## src/pkg/dps_pkg.sv

```systemverilog
// Purpose: shared constants and types of the data-path and status core
// Assumes: single 10 MHz clock, synchronous active-low reset, one operation at a time
// Notes:   flag vectors are ordered {wrap, zero, half, carry}, the low nibble of the status byte
// Functional notes
// - locations 00h and 02h hold nothing; accesses redirect through a pointer register.
// - pointer_zero sits at 01h for window 00h, pointer_one at 03h for 02h.
// - a window reached through a window reads 00h and ignores writes.
// - a transfer with both ends on windows is unsupported.
// - both pointer registers are 8 bits, giving the low address of the target.
// - banks other than bank zero are reachable only through pointer_one.
// - accumulator is location 05h and the only partner of an immediate operand.
// - no memory-to-memory move; values pass through the accumulator.
// - 8-bit add, subtract, carry forms, decimal adjust, logic, rotates, inc, dec, skips.
// - every operation except moves, plain rotates and skips may update the condition flags as well as its result.
// - status register is 8 bits at 0ah holding zero, carry, half, wrap, power, expiry.
// - writes alter zero, carry, half and wrap only; power and expiry flags stay.
// - only power-up, watchdog overflow, halt and watchdog kick change power/expiry flags.
// - zero, wrap, half and carry reflect the latest operation that affects them.
// - status is never stacked on calls or interrupts; software saves it.
// - carry, bit 0, is carry out of add or no borrow; rotates through carry.
// - zero flag, bit 2, is set when an arithmetic or logic result is zero; decimal adjust and the inc/dec skip forms leave it unchanged here.
// - power-down flag, bit 4, clears at power-up or kick, sets on halt.
// - expiry flag, bit 5, clears at power-up, kick or halt, sets on timeout.

package dps_pkg;

   // ------------------------------------------------------------
   // register locations
   // ------------------------------------------------------------
   localparam logic [7:0] ADDR_WIN0   = 8'h00;
   localparam logic [7:0] ADDR_PTR0   = 8'h01;
   localparam logic [7:0] ADDR_WIN1   = 8'h02;
   localparam logic [7:0] ADDR_PTR1   = 8'h03;
   localparam logic [7:0] ADDR_ACC    = 8'h05;
   localparam logic [7:0] ADDR_STATUS = 8'h0a;
   localparam logic [3:0] BANK_DIRECT = 4'h0;

   // ------------------------------------------------------------
   // status fields, masks and reset values
   // ------------------------------------------------------------
   localparam int         FLG_C       = 0;
   localparam int         FLG_HC      = 1;
   localparam int         FLG_Z       = 2;
   localparam int         FLG_WRAP    = 3;
   localparam int         FLG_PWRDN   = 4;
   localparam int         FLG_WDEXP   = 5;
   localparam logic [3:0] UPD_ALL     = 4'hf;
   localparam logic [3:0] UPD_NONE    = 4'h0;
   localparam logic [3:0] UPD_C       = 4'h1;
   localparam logic [3:0] UPD_Z       = 4'h4;
   localparam logic [7:0] RST_ACC     = 8'h00;
   localparam logic [7:0] RST_PTR     = 8'h00;
   localparam logic [7:0] RST_STATUS  = 8'h00;
   localparam logic [4:0] BCD_LIMIT   = 5'h09;
   localparam logic [8:0] BCD_FIX_LO  = 9'h006;
   localparam logic [8:0] BCD_FIX_HI  = 9'h060;

   // ------------------------------------------------------------
   // types
   // ------------------------------------------------------------
   typedef enum logic [4:0] {
      OP_ADD      = 5'h00, OP_ADDC     = 5'h01, OP_SUB      = 5'h02, OP_SUBB     = 5'h03,
      OP_DECADJ   = 5'h04, OP_AND      = 5'h05, OP_OR       = 5'h06, OP_XOR      = 5'h07,
      OP_INVERT   = 5'h08, OP_ROTL     = 5'h09, OP_ROTR     = 5'h0a, OP_ROTL_C   = 5'h0b,
      OP_ROTR_C   = 5'h0c, OP_INC      = 5'h0d, OP_DEC      = 5'h0e, OP_MOVE     = 5'h0f,
      OP_SKIP_Z   = 5'h10, OP_SKIP_NZ  = 5'h11, OP_INC_SKIP = 5'h12, OP_DEC_SKIP = 5'h13
   } dps_op_t;

   typedef enum logic [2:0] {
      ST_IDLE = 3'b001,
      ST_RD   = 3'b010,
      ST_EX   = 3'b100
   } dps_state_t;

   typedef struct packed {
      dps_op_t    op;
      logic [7:0] addr;
      logic [7:0] imm;
      logic       use_imm;
      logic       to_acc;
      logic [3:0] bank;
   } dps_req_t;

   typedef struct packed {
      logic [3:0] bank;
      logic [7:0] addr;
      logic       nul;
      logic       core;
   } dps_loc_t;

   typedef struct packed {
      logic       rd;
      logic       wr;
      logic [3:0] bank;
      logic [7:0] addr;
      logic [7:0] wdata;
   } dps_mem_t;

   typedef struct packed {
      logic done;
      logic skip;
   } dps_rsp_t;

   typedef struct packed {
      logic [7:0] res;
      logic [3:0] flags;
      logic [3:0] upd;
      logic       wr;
   } dps_alu_t;

endpackage
```

## src/hdl/dps_addr.sv

```systemverilog
// Purpose: resolves an operand location through the two indirect windows
// Assumes: pointers are stable while the location is in use
// Notes:   purely combinational
`timescale 1ns/1ps
module dps_addr (
   // requested location
   input  wire logic [7:0]   addr,
   input  wire logic [3:0]   bank,
   // pointer registers
   input  wire logic [7:0]   ptr0,
   input  wire logic [7:0]   ptr1,
   // resolved location
   output dps_pkg::dps_loc_t loc
);
   import dps_pkg::*;

   logic ind0;
   logic ind1;

   always_comb begin
      ind0     = (addr == ADDR_WIN0);
      ind1     = (addr == ADDR_WIN1);
      loc.addr = ind0 ? ptr0 : (ind1 ? ptr1 : addr);
      loc.bank = ind1 ? bank : BANK_DIRECT;
      loc.nul  = (ind0 || ind1) &&
                 (loc.addr == ADDR_WIN0 || loc.addr == ADDR_WIN1);
      loc.core = (loc.addr == ADDR_PTR0) || (loc.addr == ADDR_PTR1) ||
                 (loc.addr == ADDR_ACC) || (loc.addr == ADDR_STATUS);
   end

endmodule // dps_addr

```

## src/hdl/dps_alu.sv

```systemverilog
// Purpose: 8-bit arithmetic and logic unit with flag generation
// Assumes: operand already selected by the core
// Notes:   upd marks which flags the operation owns
`timescale 1ns/1ps
module dps_alu (
   // operation
   input  dps_pkg::dps_op_t  op,
   input  wire logic [7:0]   acc,
   input  wire logic [7:0]   opnd,
   input  wire logic [3:0]   flags,
   // result
   output dps_pkg::dps_alu_t out
);
   import dps_pkg::*;

   // returns {wrap, zero, half, carry, sum}
   function automatic logic [11:0] add8(input logic [7:0] a, input logic [7:0] b,
                                        input logic ci);
      logic [4:0] lo;
      logic [8:0] s;
      lo = {1'b0, a[3:0]} + {1'b0, b[3:0]} + {4'h0, ci};
      s  = {1'b0, a} + {1'b0, b} + {8'h00, ci};
      return {(a[7] == b[7]) && (s[7] != a[7]), s[7:0] == 8'h00, lo[4], s[8], s[7:0]};
   endfunction

   logic [11:0] r;
   logic [8:0]  bcd;
   logic        hi_fix;

   always_comb begin
      r         = '0;
      bcd       = {1'b0, acc};
      hi_fix    = 1'b0;
      out.res   = opnd;
      out.flags = flags;
      out.upd   = UPD_NONE;
      out.wr    = 1'b1;
      case (op)
         OP_ADD, OP_ADDC, OP_SUB, OP_SUBB: begin
            unique case (op)
               OP_ADD:  r = add8(acc, opnd, 1'b0);
               OP_ADDC: r = add8(acc, opnd, flags[FLG_C]);
               OP_SUB:  r = add8(acc, ~opnd, 1'b1);
               default: r = add8(acc, ~opnd, flags[FLG_C]);
            endcase
            out.res   = r[7:0];
            out.flags = r[11:8];
            out.upd   = UPD_ALL;
         end
         OP_DECADJ: begin
            if (acc[3:0] > BCD_LIMIT[3:0] || flags[FLG_HC]) begin
               bcd = bcd + BCD_FIX_LO;
            end
            hi_fix = (bcd[8:4] > BCD_LIMIT) || flags[FLG_C];
            if (hi_fix) begin
               bcd = bcd + BCD_FIX_HI;
            end
            out.res          = bcd[7:0];
            out.flags[FLG_C] = hi_fix;
            out.upd          = UPD_C;
         end
         OP_AND, OP_OR, OP_XOR, OP_INVERT: begin
            unique case (op)
               OP_AND:  out.res = acc & opnd;
               OP_OR:   out.res = acc | opnd;
               OP_XOR:  out.res = acc ^ opnd;
               default: out.res = ~opnd;
            endcase
            out.flags[FLG_Z] = (out.res == 8'h00);
            out.upd          = UPD_Z;
         end
         OP_ROTL:     out.res = {opnd[6:0], opnd[7]};
         OP_ROTR:     out.res = {opnd[0], opnd[7:1]};
         OP_ROTL_C, OP_ROTR_C: begin
            out.res          = (op == OP_ROTL_C) ? {opnd[6:0], flags[FLG_C]}
                                                 : {flags[FLG_C], opnd[7:1]};
            out.flags[FLG_C] = (op == OP_ROTL_C) ? opnd[7] : opnd[0];
            out.upd          = UPD_C;
         end
         OP_INC, OP_DEC, OP_INC_SKIP, OP_DEC_SKIP: begin
            r                = (op == OP_INC || op == OP_INC_SKIP) ? add8(opnd, 8'h00, 1'b1)
                                                                   : add8(opnd, 8'hff, 1'b0);
            out.res          = r[7:0];
            out.flags[FLG_Z] = r[10];
            out.upd          = (op == OP_INC || op == OP_DEC) ? UPD_Z : UPD_NONE;
         end
         OP_MOVE:     out.res = opnd;
         OP_SKIP_Z, OP_SKIP_NZ: out.wr = 1'b0;
         default:     out.wr = 1'b0;
      endcase
   end

endmodule // dps_alu

```

## src/hdl/dps_core.sv

```systemverilog
// Purpose: data-path core: indirect windows, accumulator, ALU sequencing, status flags
// Assumes: sequencer holds req while req_ready is low; memory answers one cycle after rd
// Notes:   every operation takes three cycles from acceptance to the done pulse
`timescale 1ns/1ps
module dps_core (
   // clock and reset
   input  wire logic         ref_clk,
   input  wire logic         resetn,
   // operation from the sequencer
   input  wire logic         req_valid,
   input  dps_pkg::dps_req_t req,
   output logic              req_ready,
   output dps_pkg::dps_rsp_t rsp,
   // power-management events
   input  wire logic         halt_exec,
   input  wire logic         watchdog_kick_instruction,
   input  wire logic         watchdog_timeout,
   // banked data memory
   output dps_pkg::dps_mem_t mem,
   input  wire logic [7:0]   mem_rdata,
   // register view
   output logic [7:0]        accumulator,
   output logic [7:0]        condition_flags
);
   import dps_pkg::*;

   // ------------------------------------------------------------
   // declarations
   // ------------------------------------------------------------
   // sequencing and the operation in flight
   dps_state_t state;
   dps_state_t next_state;
   dps_req_t   cur;
   logic       take;
   logic       exec;

   // resolved locations and arithmetic
   dps_loc_t   loc;
   dps_loc_t   cur_loc;
   dps_alu_t   alu;

   // register contents and operand paths
   logic [7:0] pointer_zero;
   logic [7:0] pointer_one;
   logic [7:0] core_val;
   logic [7:0] src;
   logic [7:0] opnd;

   // write enables and the skip decision
   logic       mem_dst;
   logic       wr_acc;
   logic       wr_ptr0;
   logic       wr_ptr1;
   logic       wr_stat;
   logic       wr_ext;
   logic       skip_hit;

   // next values of the status register
   logic [3:0] next_low;
   logic       next_pwrdn;
   logic       next_wdexp;

   // value of a register held in this core; windows and unknowns read zero
   function automatic logic [7:0] read_core(input logic [7:0] a);
      logic [7:0] v;
      v = 8'h00;
      unique case (a)
         ADDR_PTR0:   v = pointer_zero;
         ADDR_PTR1:   v = pointer_one;
         ADDR_ACC:    v = accumulator;
         ADDR_STATUS: v = condition_flags;
         default:     v = 8'h00;
      endcase
      return v;
   endfunction

   // ------------------------------------------------------------
   // location resolution and arithmetic
   // ------------------------------------------------------------
   dps_addr u_addr (
      .addr (req.addr),
      .bank (req.bank),
      .ptr0 (pointer_zero),
      .ptr1 (pointer_one),
      .loc  (loc)
   );

   dps_alu u_alu (
      .op    (cur.op),
      .acc   (accumulator),
      .opnd  (opnd),
      .flags (condition_flags[3:0]),
      .out   (alu)
   );

   assign take = req_valid && req_ready;
   assign exec = (state == ST_EX);

   // ------------------------------------------------------------
   // sequencing
   // ------------------------------------------------------------
   // idle, read, execute: the read cycle gives the memory its one cycle of
   // latency even when the operand turns out to be internal
   always_comb begin
      next_state = state;
      unique case (state)
         ST_IDLE: begin
            if (take) begin
               next_state = ST_RD;
            end
         end
         ST_RD: begin
            next_state = ST_EX;
         end
         ST_EX: begin
            next_state = ST_IDLE;
         end
         default: begin
            next_state = ST_IDLE;
         end
      endcase
   end

   always_ff @(posedge ref_clk) begin
      if (!resetn) begin
         state <= ST_IDLE;
      end else begin
         state <= next_state;
      end
   end

   // ready drops with the take and is back in the done cycle; an illegal state
   // also raises it so a corrupted sequencer can never hang
   always_ff @(posedge ref_clk) begin
      if (!resetn) begin
         req_ready <= 1'b1;
      end else if (take) begin
         req_ready <= 1'b0;
      end else if (state != ST_RD) begin
         req_ready <= 1'b1;
      end
   end

   // ------------------------------------------------------------
   // request capture
   // ------------------------------------------------------------
   // the register value is caught at acceptance; only one operation is in flight, so only the
   // halt, kick and timeout events can change it (status bits 5:4) before the operation completes
   always_ff @(posedge ref_clk) begin
      if (!resetn) begin
         cur      <= '0;
         cur_loc  <= '0;
         core_val <= 8'h00;
      end else if (take) begin
         cur      <= req;
         cur_loc  <= loc;
         core_val <= read_core(loc.addr);
         if (req.use_imm) begin
            cur.to_acc <= 1'b1;
         end
      end
   end

   // ------------------------------------------------------------
   // operand selection
   // ------------------------------------------------------------
   // a single memory operand per operation: the other side is always the accumulator,
   // so window-to-window and memory-to-memory transfers cannot be expressed
   always_comb begin
      if (cur.use_imm) begin
         src = cur.imm;
      end else if (cur_loc.core || cur_loc.nul) begin
         src = core_val;
      end else begin
         src = mem_rdata;
      end
      if (cur.op == OP_MOVE && !cur.to_acc) begin
         opnd = accumulator;
      end else begin
         opnd = src;
      end
   end

   // ------------------------------------------------------------
   // destination decode
   // ------------------------------------------------------------
   always_comb begin
      mem_dst = exec && alu.wr && !cur.to_acc && !cur_loc.nul;
      wr_acc  = (exec && alu.wr && cur.to_acc) ||
                (mem_dst && cur_loc.core && cur_loc.addr == ADDR_ACC);
      wr_ptr0 = mem_dst && cur_loc.core && cur_loc.addr == ADDR_PTR0;
      wr_ptr1 = mem_dst && cur_loc.core && cur_loc.addr == ADDR_PTR1;
      wr_stat = mem_dst && cur_loc.core && cur_loc.addr == ADDR_STATUS;
      wr_ext  = mem_dst && !cur_loc.core;
   end

   always_comb begin
      unique case (cur.op)
         OP_SKIP_Z:   skip_hit = (opnd == 8'h00);
         OP_SKIP_NZ:  skip_hit = (opnd != 8'h00);
         OP_INC_SKIP,
         OP_DEC_SKIP: skip_hit = (alu.res == 8'h00);
         default:     skip_hit = 1'b0;
      endcase
   end

   // ------------------------------------------------------------
   // accumulator
   // ------------------------------------------------------------
   always_ff @(posedge ref_clk) begin
      if (!resetn) begin
         accumulator <= RST_ACC;
      end else if (wr_acc) begin
         accumulator <= alu.res;
      end
   end

   // ------------------------------------------------------------
   // pointer registers
   // ------------------------------------------------------------
   always_ff @(posedge ref_clk) begin
      if (!resetn) begin
         pointer_zero <= RST_PTR;
         pointer_one  <= RST_PTR;
      end else begin
         if (wr_ptr0) begin
            pointer_zero <= alu.res;
         end
         if (wr_ptr1) begin
            pointer_one <= alu.res;
         end
      end
   end

   // ------------------------------------------------------------
   // status register
   // ------------------------------------------------------------
   // bits 7:6 are never written and read zero. nothing here pushes the status
   // anywhere on calls or interrupts; software has to keep a copy itself
   always_comb begin
      next_low = condition_flags[3:0];
      if (wr_stat) begin
         next_low = alu.res[3:0];
      end
      // flags produced by the operation win over the data written to the register
      for (int i = 0; i < 4; i++) begin
         if (exec && alu.upd[i]) begin
            next_low[i] = alu.flags[i];
         end
      end
   end

   // register writes never reach these two; only the four events move them
   always_comb begin
      next_pwrdn = condition_flags[FLG_PWRDN];
      next_wdexp = condition_flags[FLG_WDEXP];
      if (watchdog_kick_instruction) begin
         next_pwrdn = 1'b0;
      end
      if (halt_exec) begin
         next_pwrdn = 1'b1;
      end
      if (watchdog_kick_instruction || halt_exec) begin
         next_wdexp = 1'b0;
      end
      // a timeout in the same cycle as a clear is kept
      if (watchdog_timeout) begin
         next_wdexp = 1'b1;
      end
   end

   always_ff @(posedge ref_clk) begin
      if (!resetn) begin
         condition_flags <= RST_STATUS;
      end else begin
         condition_flags <= {2'b00, next_wdexp, next_pwrdn, next_low};
      end
   end

   // ------------------------------------------------------------
   // data memory port
   // ------------------------------------------------------------
   always_ff @(posedge ref_clk) begin
      if (!resetn) begin
         mem <= '0;
      end else begin
         mem.rd <= take && !req.use_imm && !loc.core && !loc.nul;
         mem.wr <= wr_ext;
         if (take) begin
            mem.bank <= loc.bank;
            mem.addr <= loc.addr;
         end
         if (wr_ext) begin
            mem.wdata <= alu.res;
         end
      end
   end

   // ------------------------------------------------------------
   // response to the sequencer
   // ------------------------------------------------------------
   always_ff @(posedge ref_clk) begin
      if (!resetn) begin
         rsp <= '0;
      end else begin
         rsp.done <= exec;
         rsp.skip <= exec && skip_hit;
      end
   end

endmodule // dps_core

```

## config.mk

```make
export PLATFORM = sky130hd
export DESIGN_NAME = dps_core
export DESIGN_NICKNAME = d
export VERILOG_FILES = /design/src/pkg/dps_pkg.sv /design/src/hdl/dps_addr.sv /design/src/hdl/dps_alu.sv /design/src/hdl/dps_core.sv
export SDC_FILE = /design/constraint.sdc
export NUM_CORES = 1
export LEC_CHECK = 0
export BUFFER_PORTS_ARGS = -buffer_cell sky130_fd_sc_hd__buf_2
export CORE_MARGIN = 3
export CORE_UTILIZATION = 65
export CTS_BUF_LIST = sky130_fd_sc_hd__clkbuf_8 sky130_fd_sc_hd__clkbuf_16
export DETAILED_ROUTE_END_ITERATION = 8
export PLACE_DENSITY = 0.95
export SETUP_SLACK_MARGIN = 0.05
export SYNTH_ARGS = -nofsm -noshare
export SYNTH_HDL_FRONTEND = slang
export SYNTH_SLANG_ARGS = --single-unit
```

## constraint.sdc

```tcl
create_clock -name ref_clk -period 7.28 [get_ports ref_clk]
set_input_delay 1.092 -clock ref_clk [delete_from_list [all_inputs] [get_ports ref_clk]]
set_output_delay 1.092 -clock ref_clk [all_outputs]
set_load 0.03 [all_outputs]
```

==> results of run 1 <==
per-stage QoR:
step                hold slack [ps]  instances  cell area [µm²]
floorplan                       431       1026             7630
global placement                437       1192             7990
detailed placement              440       1192             7990
CTS                             450       1208             8290
global route                    477       1208             8290
finish                          450       1209             8290
area by class of cell:
class | count | share of cell area
diodes | 1 | 0.000302
well taps | 140 | 0.0211
clock inverters | 7 | 0.00905
repair buffers | 94 | 0.0613
flip-flops and latches | 83 | 0.200
inverters | 51 | 0.0231
clock buffers | 9 | 0.0272
multi-input cells | 824 | 0.658
routing by layer:
layer | global-route usage | vias up | routed length (µm)
met2 | 0.654 | 751 | 12300
met1 | 0.575 | 4023 | 10600
met4 | 0.171 | 0 | 1430
met5 | 0 | - | 0
li1 | - | 3834 | -
met3 | 0.116 | 144 | 4350
flip-flops by register name, indices dropped and copies added (netlist names):
signal           count
mem                 22
condition_flags      6
pointer_zero         8
req_ready            1
state                3
accumulator          8
cur_loc              2
core_val             8
cur                 15
rsp                  2
pointer_one          8
how the worst max path moves through the flow:
stage	to	slack, ps	cells after the start	from
after floorplan	condition_flags[0]	2320	17	mem_rdata[2]
after global placement	pointer_zero[7]	1390	16	mem_rdata[2]
after detailed placement	pointer_zero[7]	1210	16	mem_rdata[2]
after CTS	pointer_zero[7]	1540	16	mem_rdata[2]
after global routing	pointer_zero[7]	1080	15	cur[24]
final	pointer_zero[7]	1280	15	cur[24]
worst max-delay path, delay by kind of cell (launching register included):
family	cells	cell delay (ps)
XOR/XNOR	2	1110
flip-flops	1	670
buffers and inverters	1	220
AND/OR/NAND/NOR	4	1250
AO/OA/AOI/OAI	7	2060
adder cells (fa/ha/maj)	1	630
kinds of logic (layout without fill, tap and decap cells):
| kind of cell | count (synthesis) | after routing |
|---|---|---|
| other | 1 | 3 |
| buffers and inverters | 119 | 161 |
| AOI/OAI and AO/OA | 288 | 288 |
| xor gates and xnor gates | 43 | 43 |
| and+or+nand+nor | 415 | 415 |
| muxes | 41 | 41 |
| DFF | 83 | 83 |
| adders and majority gates | 35 | 35 |
where the power goes:
part,total (mW),switching (mW),internal (mW)
Combinational,0.441,0.300,0.141
Sequential,0.483,0.0166,0.466
Clock,0.462,0.194,0.267
Total,1.39,0.511,0.874
placed cells by master, fill, tap and decap left out, types with 5 or more instances in the layout:
cell and n:
a21o_1 5, nor3b_1 7, a22oi_1 7, xor2_1 11, dfxtp_1 83, o311a_1 5
or4_1 9, a211oi_1 21, nand2_1 129, mux2i_1 32, ha_1 33, or3_1 10
buf_4 15, a31oi_1 10, mux2_2 8, nor4_1 12, nand3_1 34, a221oi_1 9
inv_1 46, xnor2_1 28, and3_1 6, clkbuf_16 9, buf_2 79, a21oi_1 78
o221ai_1 6, nor2_1 102, o22a_1 6, nand4_1 10, nor3_1 31, and2_1 11
nand2b_1 16, o21ai_1 5, o211ai_1 11, o22ai_1 15, o21ai_0 42
==> flow_metrics.py, run 1 <==
metrics = {
    "logic_synthesis": {
        "synth-simple-area-share": 0.270,
        "synth_area_leaders": "dfxtp_1 (22%), nand2_1 (6.3%), ha_1 (5.4%)",
        "synth_top_cell_area_share": 0.218,
        "synth_top_cell_by_area": "dfxtp_1",
        "async_flop_share": 0,
        "synth_xor_area_frac": 0.0548,
        "netlist_area_mm2": 0.00763,
        "ys_types": 107,
        "ys_warn_count": 0,
        "synth_most_common_cell": "nand2_1",
        "netlist_top_cells_count": "nand2_1 (129), nor2_1 (102), dfxtp_1 (83)",
        "synth_flop_cell": "dfxtp_1",
        "syn_inst": 1025,
        "ys_ff_latch": 83,
        "synth_edf_count": 0,
        "synthMuxAreaShare": 0.0568,
        "ys_seq_area_frac": 0.218,
        "synth_top_family_by_area": "compound AO/OA/AOI/OAI gates",
        "synth_compound_area_frac": 0.274,
        "synth_area_per_cell_um2": 7.44,
        "synth_fa_ha_area_frac": 0.0581,
    },
    "worst_setup_path": {
        "r2r-start": "cur[24]",
        "crit_path_end_kind": "flip-flop",
        "critPathMaxStageDelay_ps": 760,
        "rrSetupSlack_ps": 1280,
        "r2r_cells": 15,
        "criticalPathCategory": "flip-flop to flip-flop",
        "worstPathRequired_ps": 7570,
        "crit_slowest_cell": "xnor2_1",
        "cp_max_fo": 17,
        "cp_cell_sequence": "and4bb_2 -> and2_1 -> o21ai_1 -> buf_4 -> ha_1 -> a211oi_1 -> o21ai_2 -> o2111ai_2 -> a31o_2 -> xnor2_1 -> nand4_1 -> xor2_1 -> nand2_1 -> a32oi_1 -> a41o_1",
        "r2r_end": "pointer_zero[7]",
        "arrival_ps": 6290,
        "startpoint_type": "flip-flop",
    },
    "cts": {
        "clk_latency_ps": 350,
        "cts_buffers": 9,
        "cts_sinks": 83,
        "cts_tree": "done",
        "cts_resized": 0,
        "cts_htree_levels": 3,
        "cts_buffer_depth": 2,
        "cts_setup_buffers": 0,
        "ctsHoldBuffers": 0,
        "cts_root_buffer": "clkbuf_16",
        "clkTransAtPathRegs_ps": 70,
    },
    "detailed_routing": {
        "via_per_inst": 7.24,
        "via_count": 8752,
        "drt-initial-drc-count": 1513,
        "avgRoutedWirePerCell_um": 23.7,
        "firstDrtPassIters": 9,
        "ant_nets": 0,
        "drc": 14,
        "drt_wl_total_um": 28600,
    },
    "min_path": {
        "min_from": "mem[17]",
        "hold_depth": 2,
        "hold_end": "mem[17]",
        "min_path_type": "flip-flop to flip-flop",
    },
    "place": {
        "hpwl_um": 20900,
        "numPortBuffers": 79,
        "gp_congestion": 1.13,
        "pre_cts_slack_ps": 1210,
    },
    "floorplan": {
        "dieArea_mm2": 0.0131,
        "rows": 38,
        "dieWidth_um": 114,
        "io_pins": 82,
        "initial_core_util": 0.683,
        "fp.coreArea_mm2": 0.0112,
        "die_h_um": 114,
    },
    "sta": {
        "worst_clock_skew_ps": 13.7,
        "fin_crit_sh": 0.824,
        "fin_setup_tns_ps": 0,
        "setup_viol": 0,
        "report.final.hold_viol_count": 0,
        "fin_ws_ps": 1280,
        "slew_viol_final": 0,
        "fin_crit_ps": 6000,
        "max-slew-margin-rel": 0.230,
        "fmax_ghz": 0.167,
        "worstMarginPinSlew_ps": 1140,
        "grt_setup_unrepaired": "no",
    },
    "global_routing": {
        "grt_max_degree": 69,
        "antenna_found_initial": 0,
        "grt_pass1_vias": 7887,
        "gr-total-overflow": 0,
        "grt_pass1_wl_um": 43900,
        "track_usage": 0.429,
    },
    "power_and_ir_drop": {
        "power_density_mw_per_mm2": 167,
        "total_power_mw": 1.39,
        "ir_worst_vdd_mv": 0.198,
        "p_leak_nw": 3.18,
    },
    "outcome": {
        "outcome": "complete, but fails checks",
        "failed_checks": "design-rule violations",
    },
    "finish": {
        "area_growth_pct": 8.71,
        "multi_input_area_mm2": 0.00545,
        "fillers": 852,
        "layout.area.seq_mm2": 0.00166,
        "fin_nets": 1138,
        "post_route_cells_drive_above_1_share": 0.159,
        "fin_util": 0.742,
    },
    "job": {
        "cap_violations": 0,
    },
}
(Power assumes the default switching activity.)
==> run 2: changes to the inputs <==
- CORE_UTILIZATION: 65 -> 61
- PLACE_DENSITY: 0.95 -> 0.93
- clock period: 7.28 -> 6.01 ns (I/O delays scaled with it)
==> flow_metrics.py, run 2 (synthesized netlist as in run 1, its figures left out) <==
metrics = {
    "detailed_routing": {
        "firstDrtPassIters": 6,
        "ant_nets": 0,
        "via_per_inst": 6.95,
        "avgRoutedWirePerCell_um": 23.3,
        "drt_wl_total_um": 29200,
        "drt-initial-drc-count": 1438,
        "via_count": 8721,
        "wl_met3_um": 3830,
        "wl_met1_um": 11000,
        "drc": 0,
        "top_layer": "met4",
        "met2_wirelength_um": 12600,
    },
    "worst_setup_path": {
        "cp_max_fo": 18,
        "arrival_ps": 5750,
        "criticalPathCategory": "flip-flop to flip-flop",
        "crit_path_end_kind": "flip-flop",
        "worstPathRequired_ps": 6260,
        "startpoint_type": "flip-flop",
    },
    "cts": {
        "cts_tree": "done",
        "clk_latency_ps": 350,
        "cts_buffers": 9,
        "cts_htree_levels": 3,
        "cts_buffer_depth": 2,
        "cts_root_buffer": "clkbuf_16",
        "cts_resized": 0,
        "clkTransAtPathRegs_ps": 60,
        "ctsHoldBuffers": 0,
        "cts_setup_buffers": 0,
        "cts_sinks": 83,
    },
    "finish": {
        "final_cell_mix": "nand2_1 (129), nor2_1 (102), dfxtp_1 (83)",
        "fin_nets": 1156,
        "post_route_cells_drive_above_1_share": 0.174,
        "instances_no_fill": 1255,
        "reg_top3": "mem (22), cur (15)",
        "layout.cells.most_common": "nand2_1",
        "top_register": "mem",
        "largest_reg_flops": 22,
        "area_growth_pct": 11.9,
    },
    "place": {
        "numPlacedInstances": 1238,
        "gp_congestion": 1.06,
        "numPortBuffers": 79,
        "hpwl_um": 21600,
    },
    "global_routing": {
        "track_usage": 0.410,
        "antenna_found_initial": 0,
        "grt_max_degree": 72,
        "grt_pass1_vias": 8322,
        "grt_pass1_wl_um": 45300,
        "gr-total-overflow": 0,
    },
    "floorplan": {
        "rows": 40,
        "fp.coreArea_mm2": 0.0121,
        "io_pins": 82,
        "dieWidth_um": 118,
        "initial_core_util": 0.630,
        "die_h_um": 118,
        "dieArea_mm2": 0.0139,
    },
    "power_and_ir_drop": {
        "ir_worst_vdd_mv": 0.244,
        "seqPwrFrac": 0.322,
        "combPwrFrac": 0.301,
        "power_density_mw_per_mm2": 213,
        "netSwitchingFraction": 0.336,
        "switchingPower_uw": 611,
        "p_int_mw": 1.21,
        "p_leak_nw": 3.30,
        "clkPwrFrac": 0.377,
    },
    "sta": {
        "fmax_ghz": 0.182,
        "grt_setup_unrepaired": "no",
        "fin_crit_sh": 0.915,
        "worstMarginPinSlew_ps": 1180,
        "hold-worst-slack_ps": 448,
        "slew_viol_final": 0,
        "setup_viol": 0,
        "fin_setup_tns_ps": 0,
        "report.final.hold_viol_count": 0,
        "worst_clock_skew_ps": 9.19,
        "max-slew-margin-rel": 0.215,
        "fin_crit_ps": 5500,
    },
    "outcome": {
        "outcome": "completed",
    },
    "min_path": {
        "min_path_type": "flip-flop to flip-flop",
    },
    "job": {
        "cap_violations": 0,
    },
}
## run 2: changes by cell type in the layout (fill, tap and decap cells not counted), sizes merged
cell	change
clkinvlp	-1
bufinv	+3
inv	-3
buf	+18
clkbuf	+1
## run 2: final cells by class
class | instances | area (µm²)
Antenna cell | 1 | 2.50
Multi-Input combinational cell | 824 | 5450
Fill cell | 971 | 3570
Clock inverter | 6 | 136
Tap cell | 168 | 210
Timing Repair Buffer | 112 | 643
Clock buffer | 10 | 239
Sequential cell | 83 | 1660
Inverter | 51 | 191
## run 2: through the flow
step / total power, mW / instance area (µm²) / utilization / setup slack [ps]
6_report: 1.82 / 8540 / 0.705 / 512
5_1_grt: 1.87 / 8530 / 0.705 / 337
4_1_cts: 1.79 / 8530 / 0.705 / 764
3_5_place_dp: 1.11 / 8160 / 0.674 / 738
3_3_place_gp: 1.11 / 8160 / 0.674 / 767
2_1_floorplan: 0.955 / 7630 / - / 1240
## run 2: layer usage
metal  up-vias  global-route usage
met5         -                   0
met4         0               0.218
met3       166               0.132
met2       701               0.633
met1      3997               0.510
li1       3857                   -
## run 2: worst paths after layout
check | from | slack (ps) | to | depth (start not counted)
setup / recovery | cur[25] | 510 | rsp[0] | 17
hold / removal | mem[17] | 450 | mem[17] | 2
setup reg to reg | cur[25] | 510 | rsp[0] | 17
hold reg to reg | mem[17] | 450 | mem[17] | 2
## run 2: power by group through the flow
stage | clock (mW) | combinational (mW) | sequential [mW]
after floorplan | 0 | 0.365 | 0.590
after detailed placement | 0 | 0.517 | 0.597
final | 0.686 | 0.546 | 0.586
after global routing | 0.707 | 0.573 | 0.588
after global placement | 0 | 0.513 | 0.596
after CTS | 0.689 | 0.521 | 0.585
## run 2: critical path, stage by stage (launching register included)
cell and delay (ps):
dfxtp_1 710, and4bb_2 450, nand2_2 180, buf_4 290, and2_1 160, a21oi_1 440, inv_1 270, ha_1 260
mux2i_1 180, o22ai_1 120, nand2_1 120, o221ai_1 220, a221o_1 450, a221oi_1 280, o21ai_0 220, nor3_1 320
a32oi_1 360, o41ai_2 360
